**config.mk**
```make
export PLATFORM = sky130hd
export DESIGN_NAME = sts_supervisor
export DESIGN_NICKNAME = d
export VERILOG_FILES = /design/src/rtl/sts_pkg.sv /design/src/rtl/sts_wake_if.sv /design/src/rtl/sts_supervisor.sv /design/src/rtl/sts_wakeup_timer.sv
export VERILOG_INCLUDE_DIRS = /design/src /design/src/rtl
export SDC_FILE = /design/constraint.sdc
export NUM_CORES = 1
export LEC_CHECK = 0
export BUFFER_PORTS_ARGS = -buffer_cell sky130_fd_sc_hd__buf_2
export CAP_MARGIN = 20
export CORE_MARGIN = 4
export CORE_UTILIZATION = 60
export DETAILED_ROUTE_END_ITERATION = 8
export GPL_ROUTABILITY_DRIVEN = 0
export HOLD_SLACK_MARGIN = 0.02
export PLACE_DENSITY = 0.8
export SLEW_MARGIN = 0
export SYNTH_ARGS = -nofsm -noshare
export SYNTH_HDL_FRONTEND = slang
export SYNTH_SLANG_ARGS = --single-unit
```
**constraint.sdc**
```tcl
create_clock -name mclk_i -period 2.7 [get_ports mclk_i]
set_clock_uncertainty 0.1 [all_clocks]
set_input_delay 0 -clock mclk_i [delete_from_list [all_inputs] [get_ports mclk_i]]
set_output_delay 0 -clock mclk_i [all_outputs]
set_load 0.02 [all_outputs]
```
**src/rtl/sts_defines.svh**
```systemverilog
// constants of the safety timing supervisor: addresses, fields, reset values, timing
`ifndef STS_DEFINES_SVH
`define STS_DEFINES_SVH

// ****************************************************************
// timing
// ****************************************************************
`define STS_CLK_HZ          10000000
`define STS_RC_HZ           1000
`define STS_RC_DIV          (`STS_CLK_HZ / `STS_RC_HZ)
`define STS_LOC_HI_HZ       500000
`define STS_LOC_LO_HZ       25000
`define STS_LOC_HI_CYC      (`STS_CLK_HZ / `STS_LOC_HI_HZ)
`define STS_LOC_LO_CYC      (`STS_CLK_HZ / `STS_LOC_LO_HZ)
`define STS_FAST_CYC        3
`define STS_WDOG_LONG_LOG2  18
`define STS_WDOG_SHORT_LOG2 13
`define STS_RST_HOLD        8'h10

// ****************************************************************
// wake-up periods in source ticks, codes 1 to 7
// ****************************************************************
`define STS_WAKE_RC_1  16'h0008
`define STS_WAKE_RC_2  16'h0020
`define STS_WAKE_RC_3  16'h0040
`define STS_WAKE_RC_4  16'h0080
`define STS_WAKE_RC_5  16'h0100
`define STS_WAKE_RC_6  16'h0200
`define STS_WAKE_RC_7  16'h0400
`define STS_WAKE_EX_1  16'h0100
`define STS_WAKE_EX_2  16'h0400
`define STS_WAKE_EX_3  16'h0800
`define STS_WAKE_EX_4  16'h1000
`define STS_WAKE_EX_5  16'h2000
`define STS_WAKE_EX_6  16'h4000
`define STS_WAKE_EX_7  16'h8000

// ****************************************************************
// register addresses
// ****************************************************************
`define STS_A_CTRL1    8'h00
`define STS_A_CTRL2    8'h01
`define STS_A_WAKE     8'h02
`define STS_A_WDOG     8'h03
`define STS_A_REFRESH  8'h04
`define STS_A_STAT     8'h05
`define STS_A_MASK     8'h06
`define STS_A_TS_LO    8'h07
`define STS_A_TS_HI    8'h08
`define STS_A_TS_CTRL  8'h09

// ****************************************************************
// field positions and reset values
// ****************************************************************
`define STS_C1_LOC_DIS 0
`define STS_C1_EXT_SRC 1
`define STS_C1_FLL_EN  2
`define STS_C1_RANGE   3
`define STS_C1_LOCK_LOST 7
`define STS_C2_CLOCK_LOSS_RESET_ENABLE   0
`define STS_C2_LOCK_LOSS_RESET_ENABLE   1
`define STS_WK_EXT     3
`define STS_WD_EN      0
`define STS_WD_SHORT   1
`define STS_ST_WAKE    0
`define STS_ST_LOC     1
`define STS_ST_LOL     2
`define STS_ST_WDOG    3
`define STS_RST_CTRL1  4'h0
`define STS_RST_CTRL2  2'h0
`define STS_RST_WAKE   4'h0
`define STS_RST_WDOG   2'h1
`define STS_RST_TS     2'h0

`endif

```
**src/rtl/sts_pkg.sv**
```systemverilog
// types of the safety timing supervisor
package sts_pkg;
  // cpu clock source and multiplier mode
  typedef enum logic [1:0] {
    STS_MODE_INT_RC,
    STS_MODE_EXT,
    STS_MODE_FLL_INT,
    STS_MODE_FLL_EXT
  } sts_clk_mode_t;
endpackage

```
**src/rtl/sts_wake_if.sv**
```systemverilog
// link between the supervisor core and its wake-up timer
`timescale 1ns/1ps
`default_nettype none
interface sts_wake_if;
  logic       rc_tick;
  logic       ext_tick;
  logic       src_ext;
  logic [2:0] period_sel;
  logic       restart;
  logic       wake;
  modport ctl (output rc_tick, output ext_tick, output src_ext, output period_sel, output restart, input wake);
  modport tmr (input rc_tick, input ext_tick, input src_ext, input period_sel, input restart, output wake);
endinterface
`default_nettype wire

```
**src/rtl/sts_supervisor.sv**
```systemverilog
// safety timing supervisor: wake-up timer, watchdog, clock monitor, register port
// Summary of operation
// - wake-up timer may run on a 1 kHz tick divided from the bus clock by RC_DIV
// - period code 0 disables; codes 1-7 give 8 ms..1.024 s or divide 256..32768
// - cpu clock from internal rc or external, optionally through the multiplier
// - watchdog counts bus cycles, timeout 2^18 or 2^13 cycles
// - software must refresh in time, else an internal reset is raised
// - internal reset puts all pads in high impedance / safe state
// - external clock is monitored while the detect-disable bit is 0
// - with clock-loss reset enabled, clock below 500 or 25 kHz forces reset
// - in locked modes a too fast input clock sets the lock-lost flag
// - lock loss forces reset when lock-loss reset enable is set
// - timestamp counter runs at the bus clock divided by 1, 2, 4 or 8 for frequency checks
//
// The placing of the registers and the plain strobed port were left to the implementer.
`timescale 1ns/1ps
`default_nettype none
`include "sts_defines.svh"
module sts_supervisor #(
  parameter int RC_DIV     = `STS_RC_DIV,
  parameter int WDOG_LONG  = 1 << `STS_WDOG_LONG_LOG2,
  parameter int WDOG_SHORT = 1 << `STS_WDOG_SHORT_LOG2,
  parameter int IO_W       = 8
) (
  input  wire logic            mclk_i,
  input  wire logic            arst_n_i,
  input  wire logic [7:0]      addr_i,
  input  wire logic [7:0]      wdata_i,
  input  wire logic            wr_i,
  input  wire logic            rd_i,
  output logic      [7:0]      rdata_o,
  input  wire logic            ext_clk_i,
  input  wire logic [IO_W-1:0] gpio_out_i,
  input  wire logic [IO_W-1:0] gpio_oe_i,
  output logic      [IO_W-1:0] pad_out_o,
  output logic      [IO_W-1:0] pad_oe_o,
  output logic      [1:0]      clk_mode_o,
  output logic                 sys_rst_o,
  output logic                 io_safe_o,
  output logic                 irq_o
);

  // ****************************************************************
  // parameter checks
  // ****************************************************************
  localparam int WDOG_W = $clog2(WDOG_LONG);
  localparam int RC_W   = (RC_DIV > 2) ? $clog2(RC_DIV) : 2;
  if (WDOG_SHORT < 2 || WDOG_SHORT > WDOG_LONG || RC_DIV < 2 || IO_W < 1) begin : g_bad_param
    $error("sts_supervisor: unsupported parameter values");
  end

  localparam logic [8:0] LOC_HI = 9'(`STS_LOC_HI_CYC);
  localparam logic [8:0] LOC_LO = 9'(`STS_LOC_LO_CYC);
  localparam logic [8:0] FAST   = 9'(`STS_FAST_CYC);

  // ****************************************************************
  // registers
  // ****************************************************************
  logic [3:0]        ctrl1_ff;
  logic              lock_lost_ff;
  logic [1:0]        ctrl2_ff;
  logic [3:0]        wake_ff;
  logic [1:0]        wdog_ff;
  logic [3:0]        stat_ff;
  logic [3:0]        mask_ff;
  logic [1:0]        ts_ctrl_ff;
  logic [15:0]       ts_cnt_ff;
  logic [7:0]        ts_hi_ff;
  logic [7:0]        ts_div_ff;
  logic [WDOG_W-1:0] wdog_cnt_ff;
  logic [RC_W-1:0]   rc_cnt_ff;
  logic              ext_d_ff;
  logic              seen_ff;
  logic [8:0]        gap_ff;
  logic [7:0]        rst_cnt_ff;
  logic [7:0]        rdata_ff;
  logic [IO_W-1:0]   pad_out_ff;
  logic [IO_W-1:0]   pad_oe_ff;

  // ****************************************************************
  // decode
  // ****************************************************************
  function automatic logic wr_hit(input logic [7:0] a, input logic [7:0] ra, input logic w);
    return w && (a == ra);
  endfunction

  wire logic int_rst = (rst_cnt_ff != 8'h00);
  wire logic wr_ok   = wr_i && !int_rst;
  wire logic wr_c1   = wr_hit(addr_i, `STS_A_CTRL1, wr_ok);
  wire logic wr_c2   = wr_hit(addr_i, `STS_A_CTRL2, wr_ok);
  wire logic wr_wk   = wr_hit(addr_i, `STS_A_WAKE, wr_ok);
  wire logic wr_wd   = wr_hit(addr_i, `STS_A_WDOG, wr_ok);
  wire logic refresh = wr_hit(addr_i, `STS_A_REFRESH, wr_ok);
  wire logic wr_st   = wr_hit(addr_i, `STS_A_STAT, wr_ok);
  wire logic wr_mk   = wr_hit(addr_i, `STS_A_MASK, wr_ok);
  wire logic wr_tc   = wr_hit(addr_i, `STS_A_TS_CTRL, wr_ok);
  wire logic rd_tlo  = rd_i && (addr_i == `STS_A_TS_LO);

  // ****************************************************************
  // clock source mode
  // ****************************************************************
  sts_pkg::sts_clk_mode_t mode;
  wire logic ext_src = ctrl1_ff[`STS_C1_EXT_SRC];
  wire logic fll_en  = ctrl1_ff[`STS_C1_FLL_EN];
  assign mode = fll_en ? (ext_src ? sts_pkg::STS_MODE_FLL_EXT : sts_pkg::STS_MODE_FLL_INT) :
                         (ext_src ? sts_pkg::STS_MODE_EXT : sts_pkg::STS_MODE_INT_RC);
  wire logic locked_mode = (mode == sts_pkg::STS_MODE_FLL_EXT) || (mode == sts_pkg::STS_MODE_FLL_INT);

  // ****************************************************************
  // external clock monitor
  // ****************************************************************
  wire logic       ext_rise = ext_clk_i && !ext_d_ff;
  wire logic       loc_on   = !ctrl1_ff[`STS_C1_LOC_DIS];
  wire logic [8:0] loc_lim  = ctrl1_ff[`STS_C1_RANGE] ? LOC_LO : LOC_HI;
  wire logic       loc_evt  = loc_on && !ext_rise && (gap_ff == loc_lim);
  wire logic       lol_evt  = locked_mode && ext_rise && seen_ff && (gap_ff + 9'h001 < FAST);
  wire logic [8:0] nxt_gap  = ext_rise ? 9'h000 : (gap_ff > loc_lim) ? gap_ff : gap_ff + 9'h001;

  // ****************************************************************
  // watchdog
  // ****************************************************************
  wire logic [WDOG_W-1:0] wdog_lim = wdog_ff[`STS_WD_SHORT] ? WDOG_W'(WDOG_SHORT - 1)
                                                            : WDOG_W'(WDOG_LONG - 1);
  wire logic wdog_to = wdog_ff[`STS_WD_EN] && !int_rst && !refresh && (wdog_cnt_ff >= wdog_lim);
  wire logic [WDOG_W-1:0] nxt_wdog_cnt = (refresh || int_rst || !wdog_ff[`STS_WD_EN]) ? '0 :
                                         wdog_cnt_ff + WDOG_W'(1);

  // ****************************************************************
  // internal reset request
  // ****************************************************************
  wire logic rst_trig = wdog_to
                     || (loc_evt && ctrl2_ff[`STS_C2_CLOCK_LOSS_RESET_ENABLE])
                     || (lol_evt && ctrl2_ff[`STS_C2_LOCK_LOSS_RESET_ENABLE]);
  wire logic [7:0] nxt_rst_cnt = (rst_trig && !int_rst) ? `STS_RST_HOLD :
                                 int_rst ? rst_cnt_ff - 8'h01 : 8'h00;

  // ****************************************************************
  // wake-up timer and tick divider
  // ****************************************************************
  sts_wake_if wk ();
  wire logic rc_tick = (rc_cnt_ff == RC_W'(RC_DIV - 1));
  assign wk.rc_tick    = rc_tick;
  assign wk.ext_tick   = ext_rise;
  assign wk.src_ext    = wake_ff[`STS_WK_EXT];
  assign wk.period_sel = wake_ff[2:0];
  assign wk.restart    = wr_wk || int_rst;

  sts_wakeup_timer u_wake (
    .mclk_i   (mclk_i),
    .arst_n_i (arst_n_i),
    .wk       (wk)
  );

  // ****************************************************************
  // status, interrupt, timestamp
  // ****************************************************************
  wire logic [3:0] st_set = {wdog_to, lol_evt, loc_evt, wk.wake};
  wire logic [3:0] st_clr = wr_st ? wdata_i[3:0] : 4'h0;
  wire logic [3:0] nxt_stat = (stat_ff & ~st_clr) | st_set;   // set wins over clear
  wire logic nxt_lock_lost = lol_evt || (lock_lost_ff && !(wr_c1 && wdata_i[`STS_C1_LOCK_LOST]));
  wire logic [7:0] ts_step = (8'h01 << ts_ctrl_ff) - 8'h01;
  wire logic ts_inc = (ts_div_ff >= ts_step);

  // read mux
  wire logic [7:0] rd_mux =
    (addr_i == `STS_A_CTRL1)   ? {lock_lost_ff, 3'h0, ctrl1_ff} :
    (addr_i == `STS_A_CTRL2)   ? {6'h00, ctrl2_ff} :
    (addr_i == `STS_A_WAKE)    ? {4'h0, wake_ff} :
    (addr_i == `STS_A_WDOG)    ? {6'h00, wdog_ff} :
    (addr_i == `STS_A_STAT)    ? {4'h0, stat_ff} :
    (addr_i == `STS_A_MASK)    ? {4'h0, mask_ff} :
    (addr_i == `STS_A_TS_LO)   ? ts_cnt_ff[7:0] :
    (addr_i == `STS_A_TS_HI)   ? ts_hi_ff :
    (addr_i == `STS_A_TS_CTRL) ? {6'h00, ts_ctrl_ff} : 8'h00;

  assign rdata_o    = rdata_ff;
  assign irq_o      = |(stat_ff & mask_ff);
  assign sys_rst_o  = int_rst;
  assign io_safe_o  = int_rst;
  assign pad_out_o  = pad_out_ff;
  assign pad_oe_o   = pad_oe_ff;
  assign clk_mode_o = mode;

  // control registers, returned to their reset values by the internal reset
  always_ff @(posedge mclk_i or negedge arst_n_i) begin
    if (!arst_n_i) begin
      ctrl1_ff   <= `STS_RST_CTRL1;
      ctrl2_ff   <= `STS_RST_CTRL2;
      wake_ff    <= `STS_RST_WAKE;
      wdog_ff    <= `STS_RST_WDOG;
      ts_ctrl_ff <= `STS_RST_TS;
      mask_ff    <= 4'h0;
    end else if (int_rst) begin
      ctrl1_ff   <= `STS_RST_CTRL1;
      ctrl2_ff   <= `STS_RST_CTRL2;
      wake_ff    <= `STS_RST_WAKE;
      wdog_ff    <= `STS_RST_WDOG;
      ts_ctrl_ff <= `STS_RST_TS;
      mask_ff    <= 4'h0;
    end else begin
      if (wr_c1) ctrl1_ff <= wdata_i[3:0];
      if (wr_c2) ctrl2_ff <= wdata_i[1:0];
      if (wr_wk) wake_ff <= wdata_i[3:0];
      if (wr_wd) wdog_ff <= wdata_i[1:0];
      if (wr_tc) ts_ctrl_ff <= wdata_i[1:0];
      if (wr_mk) mask_ff <= wdata_i[3:0];
    end
  end

  // flags, counters and read data
  always_ff @(posedge mclk_i or negedge arst_n_i) begin
    if (!arst_n_i) begin
      stat_ff      <= 4'h0;
      lock_lost_ff <= 1'b0;
      wdog_cnt_ff  <= '0;
      rc_cnt_ff    <= '0;
      ext_d_ff     <= 1'b0;
      seen_ff      <= 1'b0;
      gap_ff       <= 9'h000;
      rst_cnt_ff   <= 8'h00;
      rdata_ff     <= 8'h00;
    end else begin
      stat_ff      <= nxt_stat;
      lock_lost_ff <= nxt_lock_lost;
      wdog_cnt_ff  <= nxt_wdog_cnt;
      rc_cnt_ff    <= rc_tick ? '0 : rc_cnt_ff + RC_W'(1);
      ext_d_ff     <= ext_clk_i;
      seen_ff      <= seen_ff || ext_rise;
      gap_ff       <= nxt_gap;
      rst_cnt_ff   <= nxt_rst_cnt;
      rdata_ff     <= rd_i ? rd_mux : 8'h00;
    end
  end

  // timestamp counter at bus clock divided by 1, 2, 4 or 8
  always_ff @(posedge mclk_i or negedge arst_n_i) begin
    if (!arst_n_i) begin
      ts_cnt_ff <= 16'h0000;
      ts_div_ff <= 8'h00;
      ts_hi_ff  <= 8'h00;
    end else begin
      ts_div_ff <= ts_inc ? 8'h00 : ts_div_ff + 8'h01;
      if (ts_inc) ts_cnt_ff <= ts_cnt_ff + 16'h0001;
      if (rd_tlo) ts_hi_ff <= ts_cnt_ff[15:8];       // high byte frozen by low read
    end
  end

  // pads forced off during the internal reset
  always_ff @(posedge mclk_i or negedge arst_n_i) begin
    if (!arst_n_i) begin
      pad_out_ff <= '0;
      pad_oe_ff  <= '0;
    end else begin
      pad_out_ff <= int_rst ? '0 : gpio_out_i;
      pad_oe_ff  <= int_rst ? '0 : gpio_oe_i;
    end
  end
endmodule
`default_nettype wire

```
**src/rtl/sts_wakeup_timer.sv**
```systemverilog
// periodic wake-up timer counting rc or external clock ticks
`timescale 1ns/1ps
`default_nettype none
`include "sts_defines.svh"
module sts_wakeup_timer (
  input  wire logic mclk_i,
  input  wire logic arst_n_i,
  sts_wake_if.tmr   wk
);

  // ****************************************************************
  // period table
  // ****************************************************************
  function automatic logic [15:0] period_of(input logic [2:0] sel, input logic ext);
    logic [15:0] p;
    p = 16'h0001;
    case (sel)
      3'h1: p = ext ? `STS_WAKE_EX_1 : `STS_WAKE_RC_1;
      3'h2: p = ext ? `STS_WAKE_EX_2 : `STS_WAKE_RC_2;
      3'h3: p = ext ? `STS_WAKE_EX_3 : `STS_WAKE_RC_3;
      3'h4: p = ext ? `STS_WAKE_EX_4 : `STS_WAKE_RC_4;
      3'h5: p = ext ? `STS_WAKE_EX_5 : `STS_WAKE_RC_5;
      3'h6: p = ext ? `STS_WAKE_EX_6 : `STS_WAKE_RC_6;
      3'h7: p = ext ? `STS_WAKE_EX_7 : `STS_WAKE_RC_7;
      default: p = 16'h0001;
    endcase
    return p;
  endfunction

  logic [15:0] cnt_ff;
  logic [15:0] nxt_cnt;
  logic        wake_ff;
  wire  logic        tick;
  wire  logic [15:0] last;
  wire  logic        hit;

  // source choice and terminal compare
  assign tick = wk.src_ext ? wk.ext_tick : wk.rc_tick;
  assign last = period_of(wk.period_sel, wk.src_ext) - 16'h0001;
  assign hit  = tick && (cnt_ff == last) && (wk.period_sel != 3'h0) && !wk.restart;
  assign nxt_cnt = (wk.restart || wk.period_sel == 3'h0) ? 16'h0000 :
                   hit ? 16'h0000 : tick ? cnt_ff + 16'h0001 : cnt_ff;
  assign wk.wake = wake_ff;

  // tick counter and wake pulse
  always_ff @(posedge mclk_i or negedge arst_n_i) begin
    if (!arst_n_i) begin
      cnt_ff  <= 16'h0000;
      wake_ff <= 1'b0;
    end else begin
      cnt_ff  <= nxt_cnt;
      wake_ff <= hit;
    end
  end
endmodule
`default_nettype wire

```
==> results by group, run 1 <==
Outcome
  • Status: complete, no violations

Routing
  • Metal2 WL: roughly 8800 um
  • Routed met1 length: approximately 7300 um
  • Final wirelength: around 18000 um
  • Max Used Layer: met4
  • WL met3: 1163 um
  • DRC errors left: 0
  • TritonRoute pass-1 iters: 5
  • Via density: 5.838
  • Mean routed wirelength per cell: around 17 um
  • Vias post-DR: 6036
  • 1st-iter DRT viols: 531
  • Detail Route Antenna Nets: 0

Setup path
  • Critical path fanouts, max: 13
  • Element type at the critical path end: register
  • Slowest CP cell: dfrtp_1
  • Crit path kind: register to register
  • CP Cell Sequence: inv_1, o31ai_1, o2111ai_1, or4_4, o31ai_2, buf_4, nor2_1
  • Max stage delay on crit path: about 0.63 ns
  • RR Startpoint: wake_ff[0]
  • CP startpoint: wake_ff[0]
  • CP required: around 2.9 ns
  • R2r worst-path depth: 7
  • Setup crit start kind: register
  • CP arrival: between 2 and 3 ns

Final layout
  • Layout cell share with drive strength beyond 1: ~18%
  • Commonest non-fill, non-tap cell in the layout: dfrtp_1
  • Antenna diodes: 0
  • Most frequent cells in the layout: 145 x dfrtp_1, 89 x nor2_1, 60 x buf_2, 53 x nand2_1, 42 x nand3_1
  • Fin cells: between 1000 and 1500
  • Area Growth Syn to Fin: 19.07%
  • Fin util: between 70% and 80%
  • Final net count: between 900 and 1000

Clock network
  • Total clock sinks: around 150
  • Clock Latency Late Sink: 0.42 ns
  • Clk pin slew, worst setup/hold paths: approximately 0.060 ns
  • Clock Path Buffers: 2
  • Level count of the clock H-tree: 4
  • Root buffer cell: clkbuf_16
  • TritonCTS clock tree: done
  • TritonCTS Buffers: 17

Die
  • Die area: 14350 um2
  • Starting density of the core: between 60% and 70%
  • Core area: around 12000 um2
  • Die width: about 120 um
  • DIE HEIGHT: around 120 um
  • Row cnt: 40
  • IO Pins: 66

STA
  • Worst-Margin Slew: about 0.60 ns
  • Ratio of final minimum period to clock period: between 90% and 100%
  • Relative slew slack: slightly below 60%
  • WHS: about 0.017 ns
  • RSZ-0062 raised after global routing: false
  • Final TNS setup: 0 ns
  • Fmax: between 0.3 and 0.4 GHz
  • Final Critical Period: between 2 and 3 ns
  • # setup viols final: 0
  • Final hold vios: 0
  • Final max-slew violation count: 0

Yosys
  • Post-synth top area cell: dfrtp_1
  • Yosys reg bits: around 150
  • Async set-reset flop share out of synthesis: 100.0%
  • Synth area leaders: dfrtp_1 49%, xor2_1 4.7%, nor2_1 4.5%
  • Syn Inst Count: approximately 750
  • Synth unique cells: 70
  • Cell Area, Synth: 7500 um2
  • Syn avg cell area: between 10 and 15 um2
  • Yosys top cell area share: 48.72%
  • Post-synth EDFFs: 0
  • YS warnings: 0
  • Prevailing post-synth register cell: dfrtp_1
  • Post-synthesis sequential area ratio: approximately 50%

Global routing
  • Gr ovfl total: 0
  • GRT Overall Usage: about a quarter
  • Largest net degree at the start of global routing: 60
  • Vias in the first global route: 6185
  • Initial antenna violation count: 0
  • Global-route wire length before repair: roughly 30000 um

Place
  • # port buffers: 62
  • Hpwl dp: roughly 12000 um
  • Placed instance count: between 900 and 1000

Pwr
  • Leakage: 4.042 nW
  • Pwr Density: 611.4 nW/um2
  • Pwr Total: between 5 and 6 mW
  • Peak supply drop: 0.6861 mV

Flow run
  • Max-Cap Viols: 0

Worst hold path
  • Hold Crit Class: input pin to async pin
[layer usage]
metal | up-vias | global-route usage, %
li1 | 2829 | -
met1 | 2936 | 34.20
met2 | 233 | 43.43
met3 | 38 | 6.315
met4 | 0 | 7.946
met5 | - | 0
[layout make-up]
class / count / area (um2)
Fill cell: 853 / 3182
Clock buffer: 19 / 452.9
Clock inverter: 13 / 126.4
Multi-Input combinational cell: 546 / 3572
Timing Repair Buffer: 115 / 789.5
Tap cell: 168 / 210.2
Inverter: 26 / 97.59
Sequential cell: 147 / 3681
[path summary, 6_finish.rpt]
path	endpoint	slack, ns
hold reg to reg	stat_ff[0]	0.36
hold / removal	ts_cnt_ff[7]	0.02
setup reg to reg	u_wake.cnt_ff[8]	0.15
min in group mclk_i	ts_ctrl_ff[0]	0.04
setup / recovery	u_wake.cnt_ff[8]	0.15
max in group asynchronous	wdog_ff[0]	1.64
[kinds of logic (layout without fill, tap and decap cells)]
family	Yosys count	in the layout	synth area share [%]
adders and majority gates	19	19	3.170
AOI/OAI and AO/OA	115	115	10.43
DFF	147	147	49.07
other	1	4	0.05000
and+or+nand+nor	306	306	21.14
buffers and inverters	58	173	3.454
muxes	36	36	4.988
xor gates and xnor gates	66	66	7.708
[where the power goes]
group	switching, mW	internal (mW)
sequential	0.174	2.35
combinational	0.368	0.293
clock	0.943	1.33
total	1.49	3.97
[synthesized netlist by cell type (4+ instances only)]
| cell | count |
|---|---|
| nand3_1 | 42 |
| ha_1 | 19 |
| nand2b_1 | 6 |
| a21boi_0 | 4 |
| a21oi_1 | 28 |
| and2_1 | 19 |
| nand4_1 | 13 |
| xor2_1 | 40 |
| and3_1 | 13 |
| or3_1 | 7 |
| nor2_1 | 89 |
| o2111ai_1 | 4 |
| a21o_1 | 5 |
| dfrtp_1 | 146 |
| nor3_2 | 4 |
| and4_1 | 4 |
| or2_2 | 4 |
| o21ai_0 | 25 |
| buf_2 | 6 |
| clkbuf_1 | 16 |
| buf_4 | 5 |
| o31ai_1 | 5 |
| mux2i_1 | 25 |
| nor3_1 | 18 |
| o21a_1 | 5 |
| nor4_1 | 7 |
| a22oi_1 | 7 |
| nor2b_1 | 10 |
| inv_1 | 24 |
| xnor2_1 | 26 |
| mux2_2 | 11 |
| nand2_1 | 53 |
| a31oi_1 | 4 |
[state kept, by name, summed over array words and instances (netlist names), 8 cells and up]
signal / flops
wdog_cnt_ff: 18
ts_cnt_ff: 16
u_wake.cnt_ff: 16
rc_cnt_ff: 14
gap_ff: 9
pad_oe_o: 8
pad_out_o: 8
rdata_o: 8
rst_cnt_ff: 8
ts_div_ff: 8
ts_hi_ff: 8
[critical path, delay by kind of cell (launching register included)]
| kind | cells | cell delay, ns |
|---|---|---|
| flip-flops | 1 | 0.63 |
| AO/OA/AOI/OAI | 3 | 0.67 |
| buffers and inverters | 2 | 0.40 |
| AND/OR/NAND/NOR | 2 | 0.64 |
[repair_timing]
item,in CTS,in global routing
endpoints found under the hold margin,146,0
hold buffers,29,0
setup buffers,0,2
endpoints found under the setup margin,0,15
resized for setup,0,2
[metrics by stage]
stage,worst slack (ns),cell area [um2]
floorplan,0.2690,7511
global placement,0.2439,8041
detailed placement,0.1864,8041
CTS,0.1174,8911
global route,0.002498,8930
finish,0.1457,8930
No activity file was read; power rests on OpenSTA's default activity.
==> run 2, diff against run 1 <==
--- a/config.mk
+++ b/config.mk
@@ -14,6 +14,7 @@
 export GPL_ROUTABILITY_DRIVEN = 0
 export HOLD_SLACK_MARGIN = 0.02
 export PLACE_DENSITY = 0.8
+export RECOVER_POWER = 25
 export SLEW_MARGIN = 0
 export SYNTH_ARGS = -nofsm -noshare
 export SYNTH_HDL_FRONTEND = slang
==> run 2 against run 1 <==
The run now ends with capacitance limit, slew limit left. Hold slack better by 0.019 ns. Total power is 0.17% lower. Register-to-register slack hardly changed. Critical path depth stayed put. Routed wire length hardly changed. Critical endpoint is now u_wake.cnt_ff[3].
==> results by group, run 2 (synthesis gave the netlist of run 1 again) <==
Place
  • # port buffers: 62 (unchanged)
  • Placed instance count: 971 (unchanged)
  • Hpwl dp: 11760 um (unchanged)

Setup path
  • CP arrival: 2.75 ns (about the same)
  • CP startpoint: wake_ff[0]
  • Element type at the critical path end: register
  • Max stage delay on crit path: 0.63 ns (about the same)
  • RR Startpoint: wake_ff[0]
  • R2R setup slack: 0.15 ns (about the same)
  • CP Cell Sequence: inv_1, o31ai_1, o2111ai_1, or4_4, o31ai_2, buf_4, nor2_1
  • Critical path fanouts, max: 13 (unchanged)
  • Worst reg2reg path endpoint: u_wake.cnt_ff[3]
  • Worst Setup EP: u_wake.cnt_ff[3]
  • Setup crit start kind: register
  • Slowest CP cell: dfrtp_1
  • Top delay family on crit path: compound AO/OA/AOI/OAI gates
  • CP required: 2.91 ns (about the same)
  • Buf/Inv on CP: 2 (unchanged)
  • R2r worst-path depth: 7 (unchanged)
  • Worst path depth: 7 (unchanged)
  • Crit path kind: register to register

Final layout
  • Layout cell share with drive strength beyond 1: 15.13% (-2.4 points)
  • Area Growth Syn to Fin: 18.64%
  • Largest Register: wdog_cnt_ff
  • Most frequent cells in the layout: 145 x dfrtp_1, 89 x nor2_1, 53 x nand2_1, 42 x nand3_1, 40 x xor2_1
  • Final net count: 909 (unchanged)
  • Commonest non-fill, non-tap cell in the layout: dfrtp_1
  • Regs by FF count: wdog_cnt_ff x18, ts_cnt_ff x16, u_wake.cnt_ff x16
  • Max reg flops: 18 (unchanged)
  • Antenna diodes: 0 (unchanged)
  • Fin cells: 1034 (unchanged)

Global routing
  • Initial antenna violation count: 0 (unchanged)
  • Global-route wire length before repair: 30040 um (unchanged)
  • Largest net degree at the start of global routing: 60 (unchanged)
  • GRT Overall Usage: 26.13% (unchanged)
  • Gr ovfl total: 0 (unchanged)
  • Vias in the first global route: 6185 (unchanged)

Die
  • Die area: 14350 um2 (unchanged)
  • Row cnt: 40 (unchanged)
  • DIE HEIGHT: 119.8 um (unchanged)
  • Core area: 12110 um2 (unchanged)
  • Die width: 119.8 um (unchanged)
  • IO Pins: 66 (unchanged)
  • Starting density of the core: 61.92% (unchanged)

Routing
  • Detail Route Antenna Nets: 0 (unchanged)
  • Mean routed wirelength per cell: 17.00 um (about the same)
  • Vias post-DR: 6052 (+0.27%)
  • Via density: 5.853 (+0.27%)
  • Final wirelength: 17570 um (about the same)
  • TritonRoute pass-1 iters: 5 (unchanged)
  • DRC errors left: 0 (unchanged)
  • 1st-iter DRT viols: 522 (-1.7%)

STA
  • RSZ-0062 raised after global routing: false
  • Worst-Margin Slew: 1.532 ns (+0.9294 ns)
  • Final TNS setup: 0 ns (unchanged)
  • Relative slew slack: -2.155% (-61 points)
  • Final hold vios: 0 (unchanged)
  • Fmax: 0.3927 GHz (+0.31%)
  • Final Critical Period: 2.546 ns (-0.007978 ns)
  • Final max-slew violation count: 60 (+60)
  • Ratio of final minimum period to clock period: 94.31% (-0.30 points)
  • # setup viols final: 0 (unchanged)

Flow run
  • Max-Cap Viols: 1 (+1)

Clock network
  • Total clock sinks: 147 (unchanged)
  • Clock Path Buffers: 2 (unchanged)
  • Clock Latency Late Sink: 0.42 ns (about the same)
  • Level count of the clock H-tree: 4 (unchanged)
  • Root buffer cell: clkbuf_16
  • Clk pin slew, worst setup/hold paths: 0.06 ns (about the same)
  • TritonCTS clock tree: done
  • TritonCTS Buffers: 17 (unchanged)

Pwr
  • Pwr Density: 612.6 nW/um2 (+0.19%)
  • Peak supply drop: 0.6885 mV (+0.35%)
  • Pwr Total: 5.451 mW (-0.17%)
  • Leakage: 3.948 nW (-2.3%)

Worst hold path
  • Hold path depth: 5
  • Hold Crit Class: input pin to register

Outcome
  • Failing checks: capacitance limit, slew limit
  • Status: finished with violations
[run 2: what timing repair did]
action / in CTS / in global routing
setup buffers: 0 / 2
hold endpoints to repair: 146 / 0
endpoints found under the setup margin: 0 / 15
gates resized for setup: 0 / 2
hold buffers: 29 / 0
[run 2: cell type report]
type | count | area (um2)
fillers | 869 | 3214
clock buffers | 19 | 452.9
inverters | 26 | 97.59
clock inverters | 13 | 126.4
multi-input cells | 546 | 3572
flip-flops and latches | 147 | 3681
repair buffers | 115 | 757.0
well taps | 168 | 210.2
[run 2: per-stage QoR]
step | utilization, % | hold slack, ns | setup slack [ns] | cell area [um2]
floorplan | - | -0.3956 | 0.2690 | 7511
global placement | 66.39 | -0.09873 | 0.2439 | 8041
detailed placement | 66.39 | -0.09355 | 0.1864 | 8041
CTS | 73.57 | 0.02326 | 0.1174 | 8911
global route | 73.46 | 0.08661 | 0.002498 | 8897
finish | 73.46 | 0.03636 | 0.1537 | 8897
[run 2: how the worst min path moves through the flow]
stage                    from             to  slack, ns
finish              addr_i[6]  ts_ctrl_ff[0]       0.04
detailed placement   arst_n_i  ts_cnt_ff[13]      -0.09
global route        addr_i[6]  ts_ctrl_ff[0]       0.09
floorplan            arst_n_i    ctrl1_ff[0]      -0.40
global placement     arst_n_i  ts_cnt_ff[13]       -0.1
CTS                 addr_i[6]  ts_ctrl_ff[0]       0.02
[run 2: metal layers]
| layer | track usage, % | vias to the layer above | part of all wire (%) |
|---|---|---|---|
| li1 | - | 2827 | - |
| met1 | 34.20 | 2964 | 42 |
| met2 | 43.43 | 230 | 50 |
| met3 | 6.315 | 31 | 6.7 |
| met4 | 7.946 | 0 | 1.5 |
| met5 | 0 | - | 0 |
[run 2: report_power, final]
part	total, mW	switching, mW	internal, mW	leakage (nW)
sequential	2.53	0.174	2.35	1.98
combinational	0.656	0.367	0.289	1.69
clock	2.27	0.940	1.33	0.273
[run 2: tightest hold or removal path, delay by kind of cell]
kind                   cells  cell delay (ns)
AND/OR/NAND/NOR            3             0.36
multiplexers               1             0.07
buffers and inverters      1             0.08
==> run 3, diff against run 2 <==
--- a/config.mk
+++ b/config.mk
@@ -12,7 +12,8 @@
 export CORE_UTILIZATION = 60
 export DETAILED_ROUTE_END_ITERATION = 8
 export GPL_ROUTABILITY_DRIVEN = 0
-export HOLD_SLACK_MARGIN = 0.02
+export GPL_TIMING_DRIVEN = 1
+export HOLD_SLACK_MARGIN = 0.06
 export PLACE_DENSITY = 0.8
 export RECOVER_POWER = 25
 export SLEW_MARGIN = 0
==> run 3 against run 2 <==
The run still ends with capacitance limit, slew limit left. Critical path depth unchanged. Total power up 0.13%. First-iteration DRC count down 1.1%. Clock-buffer cell count unchanged. Utilization up 0.30 points. Die area unchanged.
==> results by group, run 3 (synthesis gave the netlist of run 1 again) <==
Final layout
  • Fin util: 73.76% (+0.30 points)
  • Final instance area: 8934 um2 (+0.41%)
  • Most frequent cells in the layout: 145 x dfrtp_1, 89 x nor2_1, 60 x buf_2, 53 x nand2_1, 42 x nand3_1
  • Fin cells: 1036 (+0.19%)
  • Area Growth Syn to Fin: 19.12%
  • Max reg flops: 18 (unchanged)
  • Layout cell share with drive strength beyond 1: 17.40% (+2.3 points)
  • Fillers: 856 (-1.5%)
  • Antenna diodes: 0 (unchanged)
  • Regs by FF count: wdog_cnt_ff x18, ts_cnt_ff x16, u_wake.cnt_ff x16
  • Largest Register: wdog_cnt_ff
  • Final net count: 911 (+0.22%)
  • Commonest non-fill, non-tap cell in the layout: dfrtp_1

STA
  • Relative slew slack: -2.487% (-0.33 points)
  • Final max-slew violation count: 30 (-50%)
  • Fmax: 0.3919 GHz (-0.20%)
  • Final hold vios: 0 (unchanged)
  • WHS: 0.08610 ns (+0.04974 ns)
  • # setup viols final: 0 (unchanged)
  • Final Critical Period: 2.551 ns (+0.005114 ns)
  • Ratio of final minimum period to clock period: 94.50% (+0.19 points)
  • Worst-Margin Slew: 1.537 ns (+0.004987 ns)
  • PnR worst setup slack: 0.1485 ns (-0.005114 ns)
  • RSZ-0062 raised after global routing: true
  • Final TNS setup: 0 ns (unchanged)

Global routing
  • GRT Overall Usage: 26.31% (+0.18 points)
  • Largest net degree at the start of global routing: 57 (-5.0%)
  • Global-route wire length before repair: 30210 um (+0.55%)
  • Gr ovfl total: 0 (unchanged)
  • Initial antenna violation count: 0 (unchanged)
  • Vias in the first global route: 6201 (+0.26%)

Clock network
  • TritonCTS clock tree: done
  • Root buffer cell: clkbuf_16
  • TritonCTS Buffers: 17 (unchanged)
  • Total clock sinks: 147 (unchanged)
  • Level count of the clock H-tree: 4 (unchanged)
  • Clk pin slew, worst setup/hold paths: 0.06 ns (about the same)
  • Clock Latency Late Sink: 0.42 ns (about the same)
  • Clock Path Buffers: 2 (unchanged)

Outcome
  • Failing checks: capacitance limit, slew limit
  • Status: finished with violations

Pwr
  • Peak supply drop: 0.6894 mV (+0.13%)
  • Leakage: 4.042 nW (+2.4%)
  • Pwr Total: 5.458 mW (+0.13%)
  • Pwr Density: 610.9 nW/um2 (-0.27%)

Die
  • Die width: 119.8 um (unchanged)
  • IO Pins: 66 (unchanged)
  • DIE HEIGHT: 119.8 um (unchanged)
  • Starting density of the core: 61.92% (unchanged)
  • Die area: 14350 um2 (unchanged)
  • Core area: 12110 um2 (unchanged)
  • Row cnt: 40 (unchanged)

Setup path
  • R2R setup slack: 0.15 ns (about the same)
  • Setup crit start kind: register
  • RR Startpoint: wake_ff[0]
  • R2r worst-path depth: 7 (unchanged)
  • CP startpoint: wake_ff[0]
  • Worst reg2reg path endpoint: u_wake.cnt_ff[3]
  • Element type at the critical path end: register
  • Critical path fanouts, max: 13 (unchanged)
  • Worst Setup EP: u_wake.cnt_ff[3]
  • Crit path kind: register to register
  • CP arrival: 2.76 ns (about the same)
  • CP required: 2.91 ns (about the same)

Flow run
  • Max-Cap Viols: 1 (unchanged)

Routing
  • Mean routed wirelength per cell: 17.06 um (+0.39%)
  • Vias post-DR: 6082 (+0.50%)
  • Final wirelength: 17680 um (+0.58%)
  • Detail Route Antenna Nets: 0 (unchanged)
  • TritonRoute pass-1 iters: 7 (+2)
  • Via density: 5.871 (+0.30%)
  • DRC errors left: 0 (unchanged)
  • 1st-iter DRT viols: 516 (-1.1%)

Place
  • Pre-CTS setup slack: 0.1864 ns (unchanged)
  • Hpwl dp: 11760 um (unchanged)
  • Area after DPL: 8041 um2 (unchanged)
  • Placed instance count: 971 (unchanged)
  • # port buffers: 62 (unchanged)

Worst hold path
  • Hold path depth: 6 (+1)
  • Hold Crit Class: input pin to register
## run 3: area by class of cell
class,instances,area [um2],share of cell area [%]
inverter,26,97.59,1.092
multi-input combinational,546,3572,39.99
timing repair buffer,117,793.3,8.880
tap,168,210.2,2.353
clock buffer,19,452.9,5.070
sequential,147,3681,41.20
clock inverter,13,126.4,1.415
## run 3: critical path: stages (launching register included)
cell and delay (ns):
dfrtp_1 0.63, inv_1 0.17, o31ai_1 0.28, o2111ai_1 0.14, or4_4 0.57, o31ai_2 0.25
buf_4 0.23, nor2_1 0.07
## run 3: what timing repair did
action / in CTS / in global routing
resized for setup: 0 / 2
hold buffers: 31 / 0
setup buffers: 0 / 2
endpoints found under the hold margin: 204 / 0
endpoints found under the setup margin: 0 / 16
## run 3: report_power, final
part / leakage (nW) / total (mW) / internal (mW) / switching, mW
Clock: 0.273 / 2.27 / 1.33 / 0.940
Sequential: 1.98 / 2.53 / 2.35 / 0.174
Combinational: 1.79 / 0.662 / 0.293 / 0.369
## run 3: per-layer routing
metal  share of wire (%)  global-route usage [%]  up-vias  routed length, um
li1                    -                       -     2840                  -
met1                  42                   34.44     2956               7365
met2                  50                   43.79      244               8762
met3                 6.9                   6.315       42               1220
met4                 1.9                   7.946        0                327
met5                   0                       0        -                  0
## run 3: how the worst min path moves through the flow
| stage | start | end | slack [ns] |
|---|---|---|---|
| 2_1_floorplan | arst_n_i | ctrl1_ff[0] | -0.40 |
| 5_1_grt | addr_i[6] | rdata_o[6] | 0.11 |
| 3_5_place_dp | arst_n_i | ts_cnt_ff[13] | -0.09 |
| 6_report | addr_i[6] | rdata_o[6] | 0.09 |
| 4_1_cts | addr_i[6] | rdata_o[6] | 0.07 |
| 3_3_place_gp | arst_n_i | ts_cnt_ff[13] | -0.1 |
